`config.mk`:
```
export PLATFORM = sky130hd
export DESIGN_NAME = usb_autovec
export DESIGN_NICKNAME = d
export VERILOG_FILES = /design/src/core/usb_autovec_pkg.sv /design/src/core/usb_autovec.sv /design/src/core/usb_vec_encoder.sv
export SDC_FILE = /design/constraint.sdc
export NUM_CORES = 1
export LEC_CHECK = 0
export BUFFER_PORTS_ARGS = -buffer_cell sky130_fd_sc_hd__buf_2
export CORE_ASPECT_RATIO = 1.25
export CORE_UTILIZATION = 39
export CTS_CLUSTER_DIAMETER = 100
export CTS_CLUSTER_SIZE = 14
export DETAILED_ROUTE_END_ITERATION = 6
export HOLD_SLACK_MARGIN = 0.1
export PLACE_DENSITY_LB_ADDON = 0.15
export SETUP_SLACK_MARGIN = 0.15
export SLEW_MARGIN = 20
export SYNTH_ARGS = -nofsm -noshare
export SYNTH_HDL_FRONTEND = slang
export SYNTH_SLANG_ARGS = --single-unit
```
`constraint.sdc`:
```
create_clock -name I_CLK -period 0.8 [get_ports I_CLK]
set_input_delay 0.16 -clock I_CLK [delete_from_list [all_inputs] [get_ports I_CLK]]
set_output_delay 0.16 -clock I_CLK [all_outputs]
set_load 0.1 [all_outputs]
```
`src/core/usb_autovec_pkg.sv`:
```
// Constants for the shared USB interrupt autovector logic.
// Assumes a byte-wide instruction fetch path from an 8051-class core.
package usb_autovec_pkg;

  // ******************************************************************
  // Fetch addresses and widths
  // ******************************************************************
  localparam int NUM_SRC = 27;
  localparam logic [15:0] ADDR_JUMP_OP = 16'h0043;
  localparam logic [15:0] ADDR_PAGE = 16'h0044;
  localparam logic [15:0] ADDR_VECTOR = 16'h0045;
  localparam logic [7:0] FETCH_DATA_RST = 8'h00;

  // ******************************************************************
  // Vector code per source, index 0 is the highest priority
  // ******************************************************************
  // Listed from index 26 down to index 0; all multiples of four
  localparam logic [NUM_SRC-1:0][7:0] SRC_CODE = {
    8'h7C, 8'h78, 8'h74, 8'h70,               // Iso PID errors
    8'h60,                                    // Error limit
    8'h5C, 8'h58, 8'h54, 8'h50, 8'h4C, 8'h48, // Ping NAKs
    8'h40,                                    // In bulk NAK
    8'h3C, 8'h38, 8'h34, 8'h30,               // Buffers
    8'h2C, 8'h28,                             // Endpoint one
    8'h24, 8'h20,                             // Endpoint zero
    8'h18,                                    // Handshake
    8'h14, 8'h10, 8'h0C,                      // Bus state
    8'h08, 8'h04, 8'h00                       // Setup, frame
  };

endpackage : usb_autovec_pkg

```
`src/core/usb_autovec.sv`:
```
// Shared USB interrupt merge and jump vector byte substitution.
// Assumes the core presents one fetch address with a valid strobe and
// the memory byte for it in the same cycle, and takes the answer one
// cycle later. Source inputs are pending levels held until serviced.
module usb_autovec
  import usb_autovec_pkg::*;
(
  input wire logic I_CLK,
  input wire logic I_NRST,
  input wire logic I_AUTOVECTOR_ENABLE,
  input wire logic I_SETUP_DATA_READY,
  input wire logic I_FRAME_START,
  input wire logic I_SETUP_TOKEN_SEEN,
  input wire logic I_SUSPEND_REQ,
  input wire logic I_BUS_RESET,
  input wire logic I_HIGH_SPEED_ENTERED,
  input wire logic I_CONTROL_HANDSHAKE_ACKED,
  input wire logic I_EP0_IN_READY,
  input wire logic I_EP0_OUT_DATA,
  input wire logic I_EP1_IN_READY,
  input wire logic I_EP1_OUT_DATA,
  input wire logic I_EP2_BUF,
  input wire logic I_EP4_BUF,
  input wire logic I_EP6_BUF,
  input wire logic I_EP8_BUF,
  input wire logic I_IN_BULK_NAK,
  input wire logic I_EP0_PING_NAK,
  input wire logic I_EP1_PING_NAK,
  input wire logic I_EP2_PING_NAK,
  input wire logic I_EP4_PING_NAK,
  input wire logic I_EP6_PING_NAK,
  input wire logic I_EP8_PING_NAK,
  input wire logic I_BUS_ERROR_LIMIT_HIT,
  input wire logic I_EP2_ISO_PID_ERROR,
  input wire logic I_EP4_ISO_PID_ERROR,
  input wire logic I_EP6_ISO_PID_ERROR,
  input wire logic I_EP8_ISO_PID_ERROR,
  input wire logic I_FETCH_VALID,
  input wire logic [15:0] I_FETCH_ADDR,
  input wire logic [7:0] I_MEM_DATA,
  output logic O_SHARED_USB_INTERRUPT,
  output logic O_FETCH_VALID,
  output logic [7:0] O_FETCH_DATA,
  output logic O_SUBSTITUTED
);

  // ******************************************************************
  // Source gathering
  // ******************************************************************
  logic [NUM_SRC-1:0] src;
  logic any_pending;
  logic [7:0] usb_vector_code;
  logic at_vector;
  logic next_subst;

  // Index order equals priority order, so index 0 is the most urgent
  assign src = {
    I_EP8_ISO_PID_ERROR, I_EP6_ISO_PID_ERROR,
    I_EP4_ISO_PID_ERROR, I_EP2_ISO_PID_ERROR,
    I_BUS_ERROR_LIMIT_HIT,
    I_EP8_PING_NAK, I_EP6_PING_NAK, I_EP4_PING_NAK,
    I_EP2_PING_NAK, I_EP1_PING_NAK, I_EP0_PING_NAK,
    I_IN_BULK_NAK,
    I_EP8_BUF, I_EP6_BUF, I_EP4_BUF, I_EP2_BUF,
    I_EP1_OUT_DATA, I_EP1_IN_READY,
    I_EP0_OUT_DATA, I_EP0_IN_READY,
    I_CONTROL_HANDSHAKE_ACKED,
    I_HIGH_SPEED_ENTERED, I_BUS_RESET,
    I_SUSPEND_REQ,
    I_SETUP_TOKEN_SEEN, I_FRAME_START,
    I_SETUP_DATA_READY
  };

  // Pick the winning code; reserved slots have no source at all
  usb_vec_encoder #(
    .N(NUM_SRC)
  ) u_enc (
    .i_src(src),
    .o_any(any_pending),
    .o_code(usb_vector_code)
  );

  // ******************************************************************
  // Shared interrupt request
  // ******************************************************************
  // Level request; the core vectors to the jump at 0x0043 itself
  always_ff @(posedge I_CLK or negedge I_NRST) begin
    if (!I_NRST) begin
      O_SHARED_USB_INTERRUPT <= 1'b0;
    end else begin
      O_SHARED_USB_INTERRUPT <= any_pending;
    end
  end

  // ******************************************************************
  // Fetch byte substitution
  // ******************************************************************
  // Only the low address byte of the jump is touched; the opcode at
  // 0x0043 and the page at 0x0044 come from memory
  assign at_vector = I_FETCH_VALID && (I_FETCH_ADDR == ADDR_VECTOR);
  // No pending source means no valid code, so memory is kept then
  assign next_subst = at_vector && I_AUTOVECTOR_ENABLE && any_pending;

  // Code is sampled at the fetch itself, so a source arriving later
  // cannot tear a half-fetched jump
  always_ff @(posedge I_CLK or negedge I_NRST) begin
    if (!I_NRST) begin
      O_FETCH_DATA <= FETCH_DATA_RST;
      O_SUBSTITUTED <= 1'b0;
    end else begin
      O_SUBSTITUTED <= next_subst;
      if (next_subst) begin
        O_FETCH_DATA <= usb_vector_code;
      end else begin
        O_FETCH_DATA <= I_MEM_DATA;
      end
    end
  end

  // Answer strobe follows each fetch by one cycle
  always_ff @(posedge I_CLK or negedge I_NRST) begin
    if (!I_NRST) begin
      O_FETCH_VALID <= 1'b0;
    end else begin
      O_FETCH_VALID <= I_FETCH_VALID;
    end
  end

  // ******************************************************************
  // Assertions
  // ******************************************************************
  logic only_iso8;
  assign only_iso8 = I_EP8_ISO_PID_ERROR && (src[NUM_SRC-2:0] == '0);

  property p_irq_set;
    @(posedge I_CLK) disable iff (!I_NRST)
      (|src) |=> O_SHARED_USB_INTERRUPT;
  endproperty
  a_irq_set: assert property (p_irq_set)
    else $error("pending source did not raise interrupt");

  property p_irq_drop;
    @(posedge I_CLK) disable iff (!I_NRST)
      (src == '0) |=> !O_SHARED_USB_INTERRUPT;
  endproperty
  a_irq_drop: assert property (p_irq_drop)
    else $error("interrupt high with nothing pending");

  property p_opcode_pass;
    @(posedge I_CLK) disable iff (!I_NRST)
      (I_FETCH_VALID && I_FETCH_ADDR == ADDR_JUMP_OP) |=>
        (O_FETCH_VALID && O_FETCH_DATA == $past(I_MEM_DATA));
  endproperty
  a_opcode_pass: assert property (p_opcode_pass)
    else $error("jump opcode byte altered");

  property p_page_pass;
    @(posedge I_CLK) disable iff (!I_NRST)
      (I_FETCH_VALID && I_FETCH_ADDR == ADDR_PAGE) |=>
        (O_FETCH_DATA == $past(I_MEM_DATA) && !O_SUBSTITUTED);
  endproperty
  a_page_pass: assert property (p_page_pass)
    else $error("page byte altered");

  property p_subst;
    @(posedge I_CLK) disable iff (!I_NRST)
      (at_vector && I_AUTOVECTOR_ENABLE && (|src)) |=>
        (O_SUBSTITUTED && O_FETCH_DATA == $past(usb_vector_code));
  endproperty
  a_subst: assert property (p_subst)
    else $error("vector byte not substituted");

  property p_top_priority;
    @(posedge I_CLK) disable iff (!I_NRST)
      (at_vector && I_AUTOVECTOR_ENABLE && I_SETUP_DATA_READY) |=>
        (O_FETCH_DATA == 8'h00);
  endproperty
  a_top_priority: assert property (p_top_priority)
    else $error("setup data did not win priority");

  property p_iso8;
    @(posedge I_CLK) disable iff (!I_NRST)
      (at_vector && I_AUTOVECTOR_ENABLE && only_iso8) |=>
        (O_FETCH_DATA == 8'h7C);
  endproperty
  a_iso8: assert property (p_iso8)
    else $error("wrong code for endpoint 8 iso error");

  property p_disabled;
    @(posedge I_CLK) disable iff (!I_NRST)
      (I_FETCH_VALID && !I_AUTOVECTOR_ENABLE) |=>
        (!O_SUBSTITUTED && O_FETCH_DATA == $past(I_MEM_DATA));
  endproperty
  a_disabled: assert property (p_disabled)
    else $error("substitution while autovector disabled");

  property p_aligned;
    @(posedge I_CLK) disable iff (!I_NRST)
      O_SUBSTITUTED |-> (O_FETCH_DATA[1:0] == 2'b00);
  endproperty
  a_aligned: assert property (p_aligned)
    else $error("vector code not a multiple of four");

  property p_no_reserved;
    @(posedge I_CLK) disable iff (!I_NRST)
      O_SUBSTITUTED |-> !(O_FETCH_DATA inside
        {8'h1C, 8'h44, 8'h64, 8'h68, 8'h6C});
  endproperty
  a_no_reserved: assert property (p_no_reserved)
    else $error("reserved vector code produced");

  property p_cov_subst;
    @(posedge I_CLK) disable iff (!I_NRST) O_SUBSTITUTED;
  endproperty
  c_cov_subst: cover property (p_cov_subst);

  property p_cov_multi;
    @(posedge I_CLK) disable iff (!I_NRST)
      next_subst && ($countones(src) > 1);
  endproperty
  c_cov_multi: cover property (p_cov_multi);

  property p_cov_jump_seq;
    @(posedge I_CLK) disable iff (!I_NRST)
      (I_FETCH_VALID && I_FETCH_ADDR == ADDR_JUMP_OP) ##1
      (I_FETCH_VALID && I_FETCH_ADDR == ADDR_PAGE) ##1 next_subst;
  endproperty
  c_cov_jump_seq: cover property (p_cov_jump_seq);

endmodule : usb_autovec

```
`src/core/usb_vec_encoder.sv`:
```
// Priority encoder from pending USB sources to a vector code.
// Assumes source index 0 is the most urgent one.
module usb_vec_encoder
  import usb_autovec_pkg::*;
#(
  parameter int N = NUM_SRC
) (
  input wire logic [N-1:0] i_src,
  output logic o_any,
  output logic [7:0] o_code
);

  // ******************************************************************
  // Lowest pending index wins
  // ******************************************************************
  function automatic logic [7:0] pick_code(input logic [N-1:0] src);
    logic [7:0] code;
    code = 8'h00;
    // Walk downwards so the last hit is the lowest index
    for (int i = N - 1; i >= 0; i--) begin
      if (src[i]) begin
        code = SRC_CODE[i];
      end
    end
    return code;
  endfunction : pick_code

  // Combinational result; the top registers it
  always_comb begin
    o_any = |i_src;
    o_code = pick_code(i_src);
  end

endmodule : usb_vec_encoder

```
==> flow_metrics.env, run 1 <==
export IMPL_ys_seq_area_share_pct=37.3
export IMPL_dp_cells=212
export IMPL_post_synth_top_count_cell="dfrtp_1"
export IMPL_synth_flop_cell="dfrtp_1"
export IMPL_synth_top_area_cell="dfrtp_1"
export IMPL_initial_core_util_pct=41.8
export IMPL_place_ws_ns=-1.14
export IMPL_h_tree_depth=1
export IMPL_error="[ERROR DPL-0038] Utilization greater than 100%, impossible to legalize"
export IMPL_dp_hpwl_um=3220
export IMPL_io_pins=66
export IMPL_row_count=17
export IMPL_yosys_area_top_type_share_pct=37.3
export IMPL_io_buffers=65
export IMPL_ctsHoldBuffers=1
export IMPL_async_flop_share_pct=100
export IMPL_synthTopCellsByCount="11 x dfrtp_1, 10 x nor3_1, 10 x o21ai_0"
export IMPL_synth_fp_nets=147
export IMPL_die_width_um=40.9
export IMPL_place_area_mm2=0.00162
export IMPL_ys_ff_latch=11
export IMPL_post_cts_buffers=11
export IMPL_die_h_um=50.6
export IMPL_netlist_instances=92
export IMPL_syn_avg_cell_area_um2=8.02
export IMPL_synth_edff_count=0
export IMPL_clockBufferDepth=2
export IMPL_ctsResizeCount=26
export IMPL_synth_distinct_cells=27
export IMPL_failing_step="4_1_cts"
export IMPL_cts_sinks=11
export IMPL_synth_top_cells_by_area="dfrtp_1 37%, nor3_1 6.8%, o21ai_0 6.8%, nor2b_1 5.1%, nor4_1 5.1%"
export IMPL_syn_area_um2=738
export IMPL_ys_warn_count=0
export IMPL_clockRootBuffer="clkbuf_4"
export IMPL_outcome="aborted with a tool error"
export IMPL_cts_buffers=3
export IMPL_gp_congestion=0.871
## cells by family after synthesis
| family | synth area share [%] |
|---|---|
| DFF | 37.3 |
| buffers and inverters | 2.54 |
| and+or+nand+nor | 38.8 |
| AOI/OAI and AO/OA | 21.4 |
## through the flow
step	util [%]	setup TNS (ns)
2_1_floorplan	-	-5.83
3_5_place_dp	91.9	-8.96
3_3_place_gp	91.9	-7.91
==> run 2, diff against run 1 <==
--- a/config.mk
+++ b/config.mk
@@ -6,14 +6,10 @@
 export NUM_CORES = 1
 export LEC_CHECK = 0
 export BUFFER_PORTS_ARGS = -buffer_cell sky130_fd_sc_hd__buf_2
-export CORE_ASPECT_RATIO = 1.25
-export CORE_UTILIZATION = 39
-export CTS_CLUSTER_DIAMETER = 100
-export CTS_CLUSTER_SIZE = 14
+export CORE_AREA = 2 2 63 65
 export DETAILED_ROUTE_END_ITERATION = 6
-export HOLD_SLACK_MARGIN = 0.1
+export DIE_AREA = 0 0 65 67
 export PLACE_DENSITY_LB_ADDON = 0.15
-export SETUP_SLACK_MARGIN = 0.15
 export SLEW_MARGIN = 20
 export SYNTH_ARGS = -nofsm -noshare
 export SYNTH_HDL_FRONTEND = slang
==> run 2 against run 1 <==
Compared with the run above:
- the flow now finishes, with violations (setup timing)
- synthesized area did not move
- synthesized cell count unchanged
==> flow_metrics.env, run 2 <==
export IMPL_netlist_instances=92
export IMPL_area_growth_pct=152
export IMPL_cts_buffers=3
export IMPL_layout_commonest_cell="buf_2"
export IMPL_die_h_um=67
export IMPL_peakVddDrop_mv=0.419
export IMPL_clk_pin_slew_ns=0.05
export IMPL_initial_core_util_pct=20.5
export IMPL_regMostFlops="O_FETCH_DATA"
export IMPL_wl_per_cell_um=11.7
export IMPL_synth_fp_nets=147
export IMPL_dr_pass1_iters=3
export IMPL_setup_viol=21
export IMPL_grt_max_degree=12
export IMPL_place_ws_ns=-1.06
export IMPL_dieArea_mm2=0.00436
export IMPL_io_pins=66
export IMPL_path_delay_family="simple AND/OR/NAND/NOR gates"
export IMPL_die_width_um=65
export IMPL_critPathBufInv=1
export IMPL_post_route_period_util_pct=199
export IMPL_crit_path_max_incr_delay_ns=0.52
export IMPL_core_area_mm2=0.00361
export IMPL_via_count=1137
export IMPL_ys_ff_latch=11
export IMPL_min_delay_path_class="primary input to flip-flop"
export IMPL_cts_tree="done"
export IMPL_dr_wl_met3_um=173
export IMPL_antenna_found_initial=0
export IMPL_drc_errors=0
export IMPL_max_slew_margin_pct=78.1
export IMPL_num_nets_final=263
export IMPL_row_count=22
export IMPL_cap_viol_max_count=0
export IMPL_drt_total_wl_um=3000
export IMPL_fmax_ghz=0.628
export IMPL_start_kind="primary input"
export IMPL_tightest_slew_ns=0.320
export IMPL_cp_arrival_ns=1.75
export IMPL_ys_warn_count=0
export IMPL_crit_path_end_kind="flip-flop"
export IMPL_io_buffers=65
export IMPL_track_usage_pct=15.3
export IMPL_h_tree_depth=1
export IMPL_critPathKind="primary input to flip-flop"
export IMPL_viasPerCell=4.46
export IMPL_async_flop_share_pct=100
export IMPL_post_synth_top_count_cell="dfrtp_1"
export IMPL_finalMaxSlewViolations=0
export IMPL_drive_above_1_share_pct=67.1
export IMPL_synth_distinct_cells=27
export IMPL_synth_edff_count=0
export IMPL_synth_top_cells_by_area="dfrtp_1 37%, nor3_1 6.8%, o21ai_0 6.8%, nor2b_1 5.1%, nor4_1 5.1%"
export IMPL_fillCellCount=350
export IMPL_final_setup_tns_ns=-8.84
export IMPL_grt_pass1_vias=1223
export IMPL_ys_seq_area_share_pct=37.3
export IMPL_synth_flop_cell="dfrtp_1"
export IMPL_cts_sinks=11
export IMPL_overflow=0
export IMPL_route_met2_wl_um=1680
export IMPL_synthTopCellsByCount="11 x dfrtp_1, 10 x nor3_1, 10 x o21ai_0"
export IMPL_m1WireLength_um=1060
export IMPL_final_cell_mix="51 x buf_2, 40 x buf_4, 11 x buf_12"
export IMPL_worst_slack_ns=-0.792
export IMPL_maxUsedRoutingLayer="met4"
export IMPL_cellLeakagePower_nw=0.831
export IMPL_clockBufferDepth=2
export IMPL_num_antenna_cells=0
export IMPL_grt_first_pass_wirelength_um=5120
export IMPL_cp_max_fo=2
export IMPL_largest_reg_flops=8
export IMPL_crit_required_ns=0.96
export IMPL_timing_hold_ws_ns=0.123
export IMPL_yosys_area_top_type_share_pct=37.3
export IMPL_rsz0062_at_grt="true"
export IMPL_post_route_min_period_ns=1.59
export IMPL_critPathSlowestCell="or4b_4"
export IMPL_syn_area_um2=738
export IMPL_synth_top_area_cell="dfrtp_1"
export IMPL_clockRootBuffer="clkbuf_8"
export IMPL_hold_violations=0
export IMPL_syn_avg_cell_area_um2=8.02
export IMPL_dp_hpwl_um=2630
export IMPL_power_density_mw_per_mm2=1020
export IMPL_outcome="finished with violations"
export IMPL_ant_nets=0
export IMPL_violations="setup timing"
export IMPL_gp_congestion=0.736
export IMPL_drt_iter0_drc=12
export IMPL_final_util_pct=51.6
export IMPL_path_cells="buf_6 -> or4b_4 -> or3_4 -> or4_4 -> o2bb2ai_2"
-- run 2: final timing paths --
kind                            startpoint               to  slack [ns]  cells past startpoint
hold / removal               I_FETCH_VALID    O_FETCH_VALID        0.12                      2
min in group asynchronous           I_NRST  O_FETCH_DATA[6]        0.32                      2
max in group asynchronous           I_NRST  O_FETCH_DATA[1]        0.26                      2
setup / recovery           I_FETCH_ADDR[5]  O_FETCH_DATA[2]       -0.79                      5
-- run 2: through the flow --
step / cells / total power (W) / cell area, µm²
5_1_grt: 255 / 0.00199 / 1860
3_5_place_dp: 244 / 0.00133 / 1680
6_report: 255 / 0.00189 / 1860
4_1_cts: 254 / 0.00190 / 1820
3_3_place_gp: 244 / 0.00131 / 1680
2_1_floorplan: 92 / 0.000880 / 838
-- run 2: routing by layer --
layer,global-route usage (%),up-vias
met1,15.0,513
li1,-,582
met3,3.21,7
met2,29.9,35
met5,0,-
met4,7.71,0
-- run 2: repair_timing --
item,in CTS,in global routing
hold endpoints to repair,11,0
resized for setup,14,10
pin swaps,7,5
endpoints found under the setup margin,21,21
hold buffers,1,0
setup buffers,5,4
-- run 2: power breakdown --
part           total [W]  switching (W)  internal (W)
registers       0.000614      0.0000198      0.000594
clock network   0.000548       0.000199      0.000349
logic           0.000733       0.000376      0.000357
total            0.00189       0.000594       0.00130
-- run 2: final cells by class --
type / count / area [µm²] / area share (%)
repair buffers: 111 / 876 / 47.1
multi-input cells: 76 / 548 / 29.5
flip-flops and latches: 11 / 313 / 16.8
well taps: 48 / 60.1 / 3.23
clock buffers: 4 / 45.0 / 2.42
inverters: 5 / 18.8 / 1.01
-- run 2: cell families (layout without fill, tap and decap cells) --
kind of cell,count (synthesis),after routing,share of synthesized area [%]
AOI/OAI and AO/OA,26,26,21.4
buffers and inverters,5,120,2.54
DFF,11,11,37.3
and+or+nand+nor,50,50,38.8
Power figures use the tool's default switching activity.
